===== config.mk =====
export PLATFORM = sky130hd
export DESIGN_NAME = rest_entry_top
export DESIGN_NICKNAME = d
export VERILOG_FILES = /design/src/design/rest_sync2.v /design/src/design/rest_entry_top.v
export VERILOG_INCLUDE_DIRS = /design/src /design/src/design
export SDC_FILE = /design/constraint.sdc
export NUM_CORES = 1
export LEC_CHECK = 0
export ABC_AREA = 1
export BUFFER_PORTS_ARGS = -buffer_cell sky130_fd_sc_hd__clkbuf_2
export CORE_MARGIN = 3
export CORE_UTILIZATION = 25
export DETAILED_ROUTE_END_ITERATION = 16
export PLACE_DENSITY = 0.49
export SLEW_MARGIN = 20
export SYNTH_ARGS = -nofsm -noshare
export SYNTH_HDL_FRONTEND = slang
export SYNTH_HIERARCHICAL = 1
export SYNTH_SLANG_ARGS = --single-unit

===== constraint.sdc =====
create_clock -name clk_sys -period 1.2 [get_ports clk_sys]
set_input_delay 0.24 -clock clk_sys [delete_from_list [all_inputs] [get_ports clk_sys]]
set_output_delay 0.24 -clock clk_sys [all_outputs]
set_load 0.005 [all_outputs]

===== src/design/rest_consts.vh =====
// Constants for the reset entry and test strap block.
`ifndef REST_CONSTS_VH
`define REST_CONSTS_VH
// Number of flops in the pin synchronisers.
`define REST_SYNC_STAGES 2
// Output clock divides the input clock by two.
`define REST_OCLK_DIV 2
// Control outputs driven inactive for this many cycles before floating.
`define REST_DRIVE_INACT_CYC 4'h1
// Width of the abort counter.
`define REST_CNT_W 4
// Reset value of inactive-high control outputs.
`define REST_CTRL_INACTIVE 4'hF
`endif


===== src/design/rest_sync2.v =====
// Two-flop synchroniser for a single level from the pins.
`timescale 1ns/100ps
module rest_sync2 #(
  // Level that both stages take during the internal reset.
  parameter [0:0] SET_VAL = 1'b1
) (
  // Clock and reset.
  input  wire clk_sys,
  input  wire arst_n,
  // Level in and out.
  input  wire dIn,
  output reg  qOut
);
  reg stage1_reg;

  // Both stages take the preset level, so the first reads after power-up are known.
  always @(posedge clk_sys or negedge arst_n) begin
    if (!arst_n) begin
      stage1_reg <= SET_VAL;
      qOut       <= SET_VAL;
    end else begin
      stage1_reg <= dIn;
      qOut       <= stage1_reg;
    end
  end
endmodule


===== src/design/rest_entry_top.v =====
// Reset entry, bus abort and pin-float test strap logic.
`timescale 1ns/100ps
`include "rest_consts.vh"
module rest_entry_top (
  // Clock and power-on reset.
  input  wire       clk_sys,
  input  wire       arst_n,
  // External reset pin, active low, asynchronous to clk_sys.
  input  wire       external_reset_in_n,
  // Bus cycle state from the bus unit.
  input  wire       busCycleActive,
  input  wire [3:0] busCtrlIn,
  // Strap pin sense and pull-up control.
  input  wire       addr19_test_strap,
  output reg        strapOe,
  output reg        strapPullupEn,
  // Lock and upper address pins, as three-signal two-way pins.
  input  wire       lockPinIn,
  input  wire [2:0] upper_address_bits_in,
  output reg        lockPinOut,
  output reg        lockPinOe,
  output reg  [2:0] upper_address_bits_out,
  output reg  [2:0] upper_address_bits_oe,
  output reg        upperPullupEn,
  // Bus control outputs, active low in the bus sense.
  output reg  [3:0] busCtrlOut,
  output reg        busCtrlOe,
  // Results.
  output reg        output_clock,
  output reg        coreReset,
  output reg        busAbort,
  output reg        pin_float_test_mode
);
  // Abort states, one-hot. Float doubles as the power-on state, so nothing
  // drives the bus until the synchronised reset pin has been seen high.
  localparam ST_RUN   = 3'b001;
  localparam ST_DRIVE = 3'b010;
  localparam ST_FLOAT = 3'b100;

  // Synchronised pins, abort sequencer and release-edge capture.
  wire                   resetSync;
  wire                   strapSync;
  reg  [2:0]             state_reg;
  reg  [2:0]             state_next;
  reg  [`REST_CNT_W-1:0] cnt_reg;
  reg  [`REST_CNT_W-1:0] cnt_next;
  reg                    resetPrev_reg;
  reg                    strapAtRise_reg;

  // True for the running state. Every pin control except strapOe, tied low, keys off the next state
  // so that the pins switch on the same edge as coreReset.
  function is_run;
    input [2:0] st;
    begin
      is_run = (st == ST_RUN);
    end
  endfunction

  // External reset passes two flops before anything reads it. Its flops
  // preset low, so an internal power-on reset never lets the core run
  // before the pin itself has been seen high through both stages.
  rest_sync2 #(
    .SET_VAL (1'b0)
  ) uResetSync (
    .clk_sys (clk_sys),
    .arst_n  (arst_n),
    .dIn     (external_reset_in_n),
    .qOut    (resetSync)
  );

  // The strap is only read through its own synchroniser. It presets high,
  // the level that the weak pull-up gives an undriven pin.
  rest_sync2 #(
    .SET_VAL (1'b1)
  ) uStrapSync (
    .clk_sys (clk_sys),
    .arst_n  (arst_n),
    .dIn     (addr19_test_strap),
    .qOut    (strapSync)
  );

  // Abort sequencing: drive inactive, then float, stay floated in reset.
  always @* begin
    state_next = state_reg;
    cnt_next   = cnt_reg;
    case (state_reg)
      ST_RUN: begin
        // Any low sample of the synchronised pin starts the abort at ST_DRIVE.
        if (!resetSync) begin
          state_next = ST_DRIVE;
          cnt_next   = `REST_DRIVE_INACT_CYC;
        end
      end
      ST_DRIVE: begin
        // Count down the drive-inactive phase; the last count floats next.
        if (cnt_reg <= 4'h1) begin
          state_next = ST_FLOAT;
        end else begin
          cnt_next = cnt_reg - 4'h1;
        end
      end
      ST_FLOAT: begin
        // Stay floated for as long as the synchronised pin reads low.
        if (resetSync) begin
          state_next = ST_RUN;
        end
      end
      default: begin
        // An illegal code floats the bus, which is the safe side.
        state_next = ST_FLOAT;
      end
    endcase
  end

  // State register; reset-time constants only. The count is cleared here
  // and loaded only on the way into the drive-inactive phase.
  always @(posedge clk_sys or negedge arst_n) begin
    if (!arst_n) begin
      state_reg <= ST_FLOAT;
      cnt_reg   <= {`REST_CNT_W{1'b0}};
    end else begin
      state_reg <= state_next;
      cnt_reg   <= cnt_next;
    end
  end

  // Output clock at half the input rate; it keeps running during reset
  // so the strap hold window can be measured against it.
  // Its phase after reset is fixed low so strap timing is repeatable.
  always @(posedge clk_sys or negedge arst_n) begin
    if (!arst_n) begin
      output_clock <= 1'b0;
    end else begin
      output_clock <= ~output_clock;
    end
  end

  // Bus control pins and core reset. The abort does not wait for the
  // cycle to end, which is the point: reset must win immediately.
  always @(posedge clk_sys or negedge arst_n) begin
    if (!arst_n) begin
      busCtrlOut <= `REST_CTRL_INACTIVE;
      busCtrlOe  <= 1'b0;
      coreReset  <= 1'b1;
      busAbort   <= 1'b0;
    end else begin
      coreReset <= !is_run(state_next);
      // The abort pulse lasts one cycle, on the edge that leaves run with a
      // cycle open; the bus unit has to drop that cycle on the pulse.
      busAbort  <= is_run(state_reg) && !resetSync && busCycleActive;
      // Run passes the bus unit's levels, drive holds them inactive, float lets go.
      if (is_run(state_next)) begin
        busCtrlOut <= busCtrlIn;
        busCtrlOe  <= 1'b1;
      end else if (state_next == ST_DRIVE) begin
        busCtrlOut <= `REST_CTRL_INACTIVE;
        busCtrlOe  <= 1'b1;
      end else begin
        busCtrlOut <= `REST_CTRL_INACTIVE;
        busCtrlOe  <= 1'b0;
      end
    end
  end

  // In reset, lock, strap and upper address turn into inputs; only strap and upper address get a pull-up.
  // The out values stay at their idle levels throughout, so the pins come
  // back out of reset without a glitch when the enables rise.
  always @(posedge clk_sys or negedge arst_n) begin
    if (!arst_n) begin
      lockPinOut             <= 1'b1;
      lockPinOe              <= 1'b0;
      upper_address_bits_out <= 3'h0;
      upper_address_bits_oe  <= 3'h0;
      upperPullupEn          <= 1'b1;
      strapOe                <= 1'b0;
      strapPullupEn          <= 1'b1;
    end else begin
      lockPinOut             <= 1'b1;
      lockPinOe              <= is_run(state_next);
      upper_address_bits_out <= 3'h0;
      upper_address_bits_oe  <= {3{is_run(state_next)}};
      upperPullupEn          <= !is_run(state_next);
      strapOe                <= 1'b0;
      strapPullupEn          <= !is_run(state_next);
    end
  end

  // Strap captured on the reset release edge and held until the next release edge.
  // Only the last sample taken while reset still reads low counts, so a
  // strap released soon after the pin rises is still seen as low.
  // Lock and upper address sense are left unread on purpose: their level
  // during reset carries no meaning.
  always @(posedge clk_sys or negedge arst_n) begin
    if (!arst_n) begin
      resetPrev_reg       <= 1'b0;
      strapAtRise_reg     <= 1'b1;
      pin_float_test_mode <= 1'b0;
    end else begin
      resetPrev_reg <= resetSync;
      if (!resetSync) begin
        strapAtRise_reg <= strapSync;
      end
      if (resetSync && !resetPrev_reg) begin
        pin_float_test_mode <= !strapAtRise_reg;
      end
    end
  end
endmodule


Word-level counts from Yosys, hierarchy flattened
Index checks and enable logic that the tools add are counted.
{"block": "word_totals", "elab_cells": 45, "register_bits": 24, "in_bits": 13}
{"block": "classes", "muxes": 10, "add_sub_neg": 1, "n_lt_le_gt_ge": 1, "reduce_logical": 9, "eq_ne": 7, "n_bitwise": 1}
{"cell": "4-bit two-way mux", "count": 3}
{"cell": "3-bit two-way mux", "count": 3}
{"cell": "3-bit one-hot mux with 3 select lines", "count": 1}
{"cell": "4-bit one-hot mux with 2 select lines", "count": 1}
{"cell": "3-bit by 1-bit equality test with 1-bit output (second input constant)", "count": 2}
{"cell": "3-bit by 2-bit equality test with 1-bit output (second input constant)", "count": 2}
{"cell": "4-bit by 1-bit <= comparator with 1-bit output (second input constant)", "count": 1}
{"cell": "1-bit logical NOT", "count": 4}
{"cell": "2-bit != test (second input constant)", "count": 2}
{"cell": "4-bit by 1-bit subtractor with 4-bit output (second input constant)", "count": 1}
{"cell": "3-bit equality test (second input constant)", "count": 1}
{"cell": "1-bit logical AND", "count": 3}
{"cell": "3-bit AND reduction", "count": 1}
{"cell": "1-bit two-way mux", "count": 2}
{"cell": "2-bit nonzero test", "count": 1}
{"cell": "1-bit NOT", "count": 1}

Depth between registers and ports, before layout
{"block": "logic_depth", "word_depth": 6, "ltp_mapped": 7, "depth_no_buf": 7}

Modules after synthesis
Netlist, hierarchy kept.
{"module": "rest_entry_top", "area_each_um2": 855.8, "cells_each": 87, "instances": 1, "seq_area_each_um2": 484.2}
{"module": "rest_sync2 at uStrapSync", "area_each_um2": 52.6, "cells_each": 2, "instances": 1, "seq_area_each_um2": 52.6}
{"module": "rest_sync2 at uResetSync", "area_each_um2": 50.0, "cells_each": 2, "instances": 1, "seq_area_each_um2": 50.0}

Worst setup path after synthesis
Ideal clock, no wire load.
{"block": "synth_path", "path_type": "reg2reg", "startpoint": "register cnt_reg[0]", "endpoint": "register busCtrlOe", "arrival_time_ns": 1.058, "setup_time_ns": 0.113, "slack_ns": 0.029, "required_time_ns": 1.087, "path_stages_with_launch": 8, "path_buffers": 0, "path_cell_list": "dfrtp_1 inv_1 ha_1 o21ai_1 nand2_2 nand2_4 nor2_4 inv_2"}
{"block": "synth_between", "elab_chain_cells": 6, "elab_cells_between_ends": 7, "cone_classes": "order compare: 1; eq/ne: 2; mux: 4"}
{"element": "start, declared", "line_no": "rest_entry_top.v:45", "source": "reg [`REST_CNT_W-1:0] cnt_reg;"}
{"element": "start signal, assigned", "line_no": "rest_entry_top.v:120", "source": "cnt_reg <= {`REST_CNT_W{1'b0}};"}
{"element": "start signal, assigned", "line_no": "rest_entry_top.v:123", "source": "cnt_reg <= cnt_next;"}
{"element": "4-bit by 1-bit <= comparator with 1-bit output *", "line_no": "rest_entry_top.v:96", "source": "if (cnt_reg <= 4'h1) begin"}
{"element": "3-bit two-way mux *", "line_no": "rest_entry_top.v:96"}
{"element": "3-bit one-hot mux with 3 select lines *", "line_no": "rest_entry_top.v:86", "source": "case (state_reg)"}
{"element": "net state_next[1]", "line_no": "rest_entry_top.v:44", "source": "reg [2:0] state_next;"}
{"element": "3-bit by 2-bit equality test with 1-bit output", "line_no": "rest_entry_top.v:155", "source": "end else if (state_next == ST_DRIVE) begin"}
{"element": "1-bit two-way mux", "line_no": "rest_entry_top.v:155"}
{"element": "1-bit two-way mux *", "line_no": "rest_entry_top.v:152", "source": "if (is_run(state_next)) begin"}
{"element": "end signal, assigned", "line_no": "rest_entry_top.v:154", "source": "busCtrlOe <= 1'b1;"}
{"element": "end signal, assigned", "line_no": "rest_entry_top.v:157", "source": "busCtrlOe <= 1'b1;"}
{"element": "end signal, assigned", "line_no": "rest_entry_top.v:160", "source": "busCtrlOe <= 1'b0;"}
{"element": "end, declared", "line_no": "rest_entry_top.v:27", "source": "output reg busCtrlOe,"}
The timed path passes the listed nets; every way through them passes the cells marked *.
A chain may end at the register's enable or synchronous reset.

Worst setup path after layout
{"block": "layout_path", "startpoint": "register state_reg[2]", "endpoint": "register busCtrlOe"}
{"block": "layout_between", "elab_chain_cells": 5, "elab_cells_between_ends": 11, "cone_classes": "eq/ne: 5; mux: 6"}
{"element": "start, declared", "line_no": "rest_entry_top.v:43", "source": "reg [2:0] state_reg;"}
{"element": "start signal, assigned", "line_no": "rest_entry_top.v:122", "source": "state_reg <= state_next;"}
{"element": "3-bit equality test (tied with other cells)", "line_no": "rest_entry_top.v:86"}
{"element": "3-bit one-hot mux with 3 select lines *", "line_no": "rest_entry_top.v:86"}
{"element": "net state_next[0]", "line_no": "rest_entry_top.v:44"}
{"element": "3-bit by 2-bit equality test with 1-bit output", "line_no": "rest_entry_top.v:155"}
{"element": "1-bit two-way mux", "line_no": "rest_entry_top.v:155"}
{"element": "1-bit two-way mux *", "line_no": "rest_entry_top.v:152"}
Marked as above.

==> results <==
- In this run the remaining antenna-violating nets after routing total 0.
- The number of post-CTS setup repair buffers is 0.
- Max-cap violations in this run came to 0.
- Counting instances, the worst hold path has a depth of 1.
- The worst pin sits at a relative slew slack of 0.633.
- Summed over all failing endpoints, the final setup total negative slack is 0 ps.
- The repair_antennas step left the layout with diodes totalling 0.
- The max-slew violation total from the final report was 0.
- In the final routed layout, each cell accounts on average for 9.29 microns.
- The longest clock path from root to sink contains 2 buffers.
- The root buffer cell is clkbuf_8.
- Detailed routing inserted a total of 619 vias.
- The clock latency of the later-clocked register in the worst-skew pair is approximately 260 ps.
- The final critical path time including I/O delays and setup is 1170 ps.
- Entering global routing, the biggest net connects 24 pins.
- The startpoint of the worst hold path is addr19_test_strap.
- The gate count of the mapped netlist is 91.
- After clock tree synthesis, the clock-pin slew on the worst setup and hold paths is approximately 70 ps.
- Clock skew on the completed layout was measured at ~4.4 ps.
- The hold path endpoint is uStrapSync/stage1_reg.
- The tightest hold path in the finished design has a slack of 66.5 ps.
- The placed wire-length estimate is 1120 microns.
- The worst setup path is of the reg2reg kind.
- The critical path launch point type is a register.
- Buffers inserted during clock tree synthesis total 3.
- The worst setup path is captured at a register.
- The first-pass iteration count of the detailed router is 4.
- The overall die area is 0.00461 sq mm.
- The effective utilization at floorplan is 0.272.
- The post-layout net count is 131.
- The clock tree from TritonCTS is done.
- The maximum clock frequency is 858 MHz.
- The transition time of the tightest slew-check pin is 551 ps.
- The first-iteration detailed-routing DRC count is 19.
- The number of cells traversed by the worst register-to-register path is 7.
- The count of pins on the block boundary is 33.
- The number of placement rows is 21.
- The initial antenna violation count was 0.
- The synthesized netlist contains 19 unique library cells.
- For this run, design rule violations remaining after detail routing come to 0.
- For the worst setup path, the data required time is 1350 ps.
- The worst-case IR drop observed on VDD is 0.678 mV.
- The global placer's final weighted congestion is about 0.63.
- The Yosys step of the flow raised 6 warnings.
- The type of the worst min-delay path is in2reg.
- The critical path startpoint is state_reg[2].
- In this run the power density over the cells is approximately 1900 mW/mm^2.
- The total congestion overflow after global routing is 0.
- Across every metal layer, demand over resource in global routing totals 0.0728.
- Summing every instance area after synthesis gives roughly 960 sq um.
- The worst register-to-register path ends at busCtrlOe.
- The vertical die dimension is just under 70 microns.
- Synthesis inferred 23 register bits.
- The sequential-to-total area share from yosys stat is 0.612.
- The critical path arrival is 1320 ps.
- The placeable core region is 0.00352 sq mm.
- The number of port buffers is 23.
- The ratio of cells with drive above 1 in the final layout is 0.452.
- Dividing the final minimum period by the clock period gives 0.971.
- The first-pass GRT wire length is 2550 microns.
- The flow ran to the end, and the final reports show no timing, DRC or antenna violations.
- From synthesis to final layout, the design area changed by 20.4%.
- The wire length reported by the detailed router is 1500 microns.
- The CTS H-tree depth is 1.
- The post-detailed-route via-to-cell ratio is 3.84.
- The number of sinks on the clock net is 23.
- The number of hold-slack violations in the final timing report was 0.
- The setup violation total in the final timing report is 0.
- The worst register-to-register path begins at state_reg[2].
- The die span in x is 67.9 microns.
- Of all nets on the critical path, the largest fanout is 7.
- The setup slack on the worst flop-to-flop path is roughly 35 ps.
- A synthesized cell averages 10.5 sq um.
- Setup repair after global routing could not meet its margin everywhere.
- The number of global-route vias before repair is 598.
- The leakage power total is 0.585 nW.
-- worst max path at each step --
stage	end	slack [ps]	cells past startpoint
2_1_floorplan	busCtrlOe	30	7
3_3_place_gp	cnt_reg[0]	-6	7
3_5_place_dp	cnt_reg[3]	-30	7
4_1_cts	cnt_reg[3]	-8	7
5_1_grt	cnt_reg[3]	-70	7
6_report	busCtrlOe	30	7
-- layer usage --
metal  share of wire  global-route usage  up-vias
met3           0.090              0.0197        6
li1                -                   -      305
met1            0.44              0.0895      278
met2            0.47               0.120       30
met5               0                   0        -
met4          0.0067              0.0298        0
-- cell usage in the layout (no fill, tap or decap) --
cell type	count
a21oi_1	1
clkbuf_2	22
nor2_4	1
dfstp_2	9
nand2_1	14
clkbuf_1	1
ha_2	2
dfrtp_1	14
inv_2	5
or2_1	4
buf_4	3
nand3_1	6
clkbuf_8	3
inv_1	8
o21ai_1	1
nand2_4	1
xnor2_1	1
o21ai_2	1
nand2_2	2
nand4_2	1
nor3_2	1
dlygate4sd3_1	1
buf_2	1
nor2_1	7
conb_1	5
-- final cells by class --
cell class | count | area, sq um
fillers | 382 | 2370
clock buffers | 4 | 45.0
repair buffers | 27 | 148
inverters | 13 | 48.8
multi-input cells | 48 | 268
well taps | 46 | 57.6
flip-flops and latches | 23 | 587
-- logic make-up (layout without fill, tap and decap cells) --
group / count (synthesis) / count (layout) / share of synthesized area
flops: 23 / 23 / 0.612
simple gates: 37 / 37 / 0.200
other cells: 2 / 5 / 0.00784
compound gates: 3 / 3 / 0.0157
fa+ha+maj: 2 / 2 / 0.0261
xor+xnor: 1 / 1 / 0.00914
buf+inv: 23 / 44 / 0.129
-- where the power goes --
group          total [W]  switching, W  internal [W]
Sequential       0.00107     0.0000987      0.000973
Combinational   0.000655      0.000334      0.000321
Clock           0.000462      0.000226      0.000236
Total            0.00219      0.000659       0.00153
-- cell usage after synthesis, drive strengths merged --
library cell	count	area share
a21oi	1	0.0052
buf	10	0.078
conb	2	0.0078
dfrtp	14	0.37
dfstp	9	0.25
ha	2	0.026
inv	13	0.051
nand2	17	0.080
nand3	6	0.031
nand4	1	0.013
nor2	8	0.039
nor3	1	0.010
o21ai	2	0.010
or2	4	0.026
xnor2	1	0.0091
-- metrics by stage --
stage / worst slack, ps / total power [W] / area (sq um) / utilization / std cells
6_report: 34.5 / 0.00219 / 1150 / 0.328 / 161
5_1_grt: -72.3 / 0.00239 / 1150 / 0.328 / 161
4_1_cts: -7.97 / 0.00223 / 1150 / 0.327 / 161
3_5_place_dp: -28.1 / 0.00172 / 1090 / 0.310 / 156
3_3_place_gp: -6.37 / 0.00170 / 1090 / 0.310 / 156
2_1_floorplan: 29.0 / 0.00152 / 970 / - / 94
-- worst max-delay path, cell delays in order, from the launching register on --
cell and delay [ps]:
dfstp_2 560, inv_1 60, nand3_1 60, nand2_1 60
nand2_2 110, inv_2 70, nor2_4 110, inv_2 30
-- timing repair --
action                                  4_1_cts  5_1_grt
endpoints found under the hold margin        14        0
endpoints found under the setup margin        5        8
pin swaps                                     4        2
hold buffers                                  1        0
resized for setup                             2        4
Note: power is estimated with default switching activity, not from simulation.
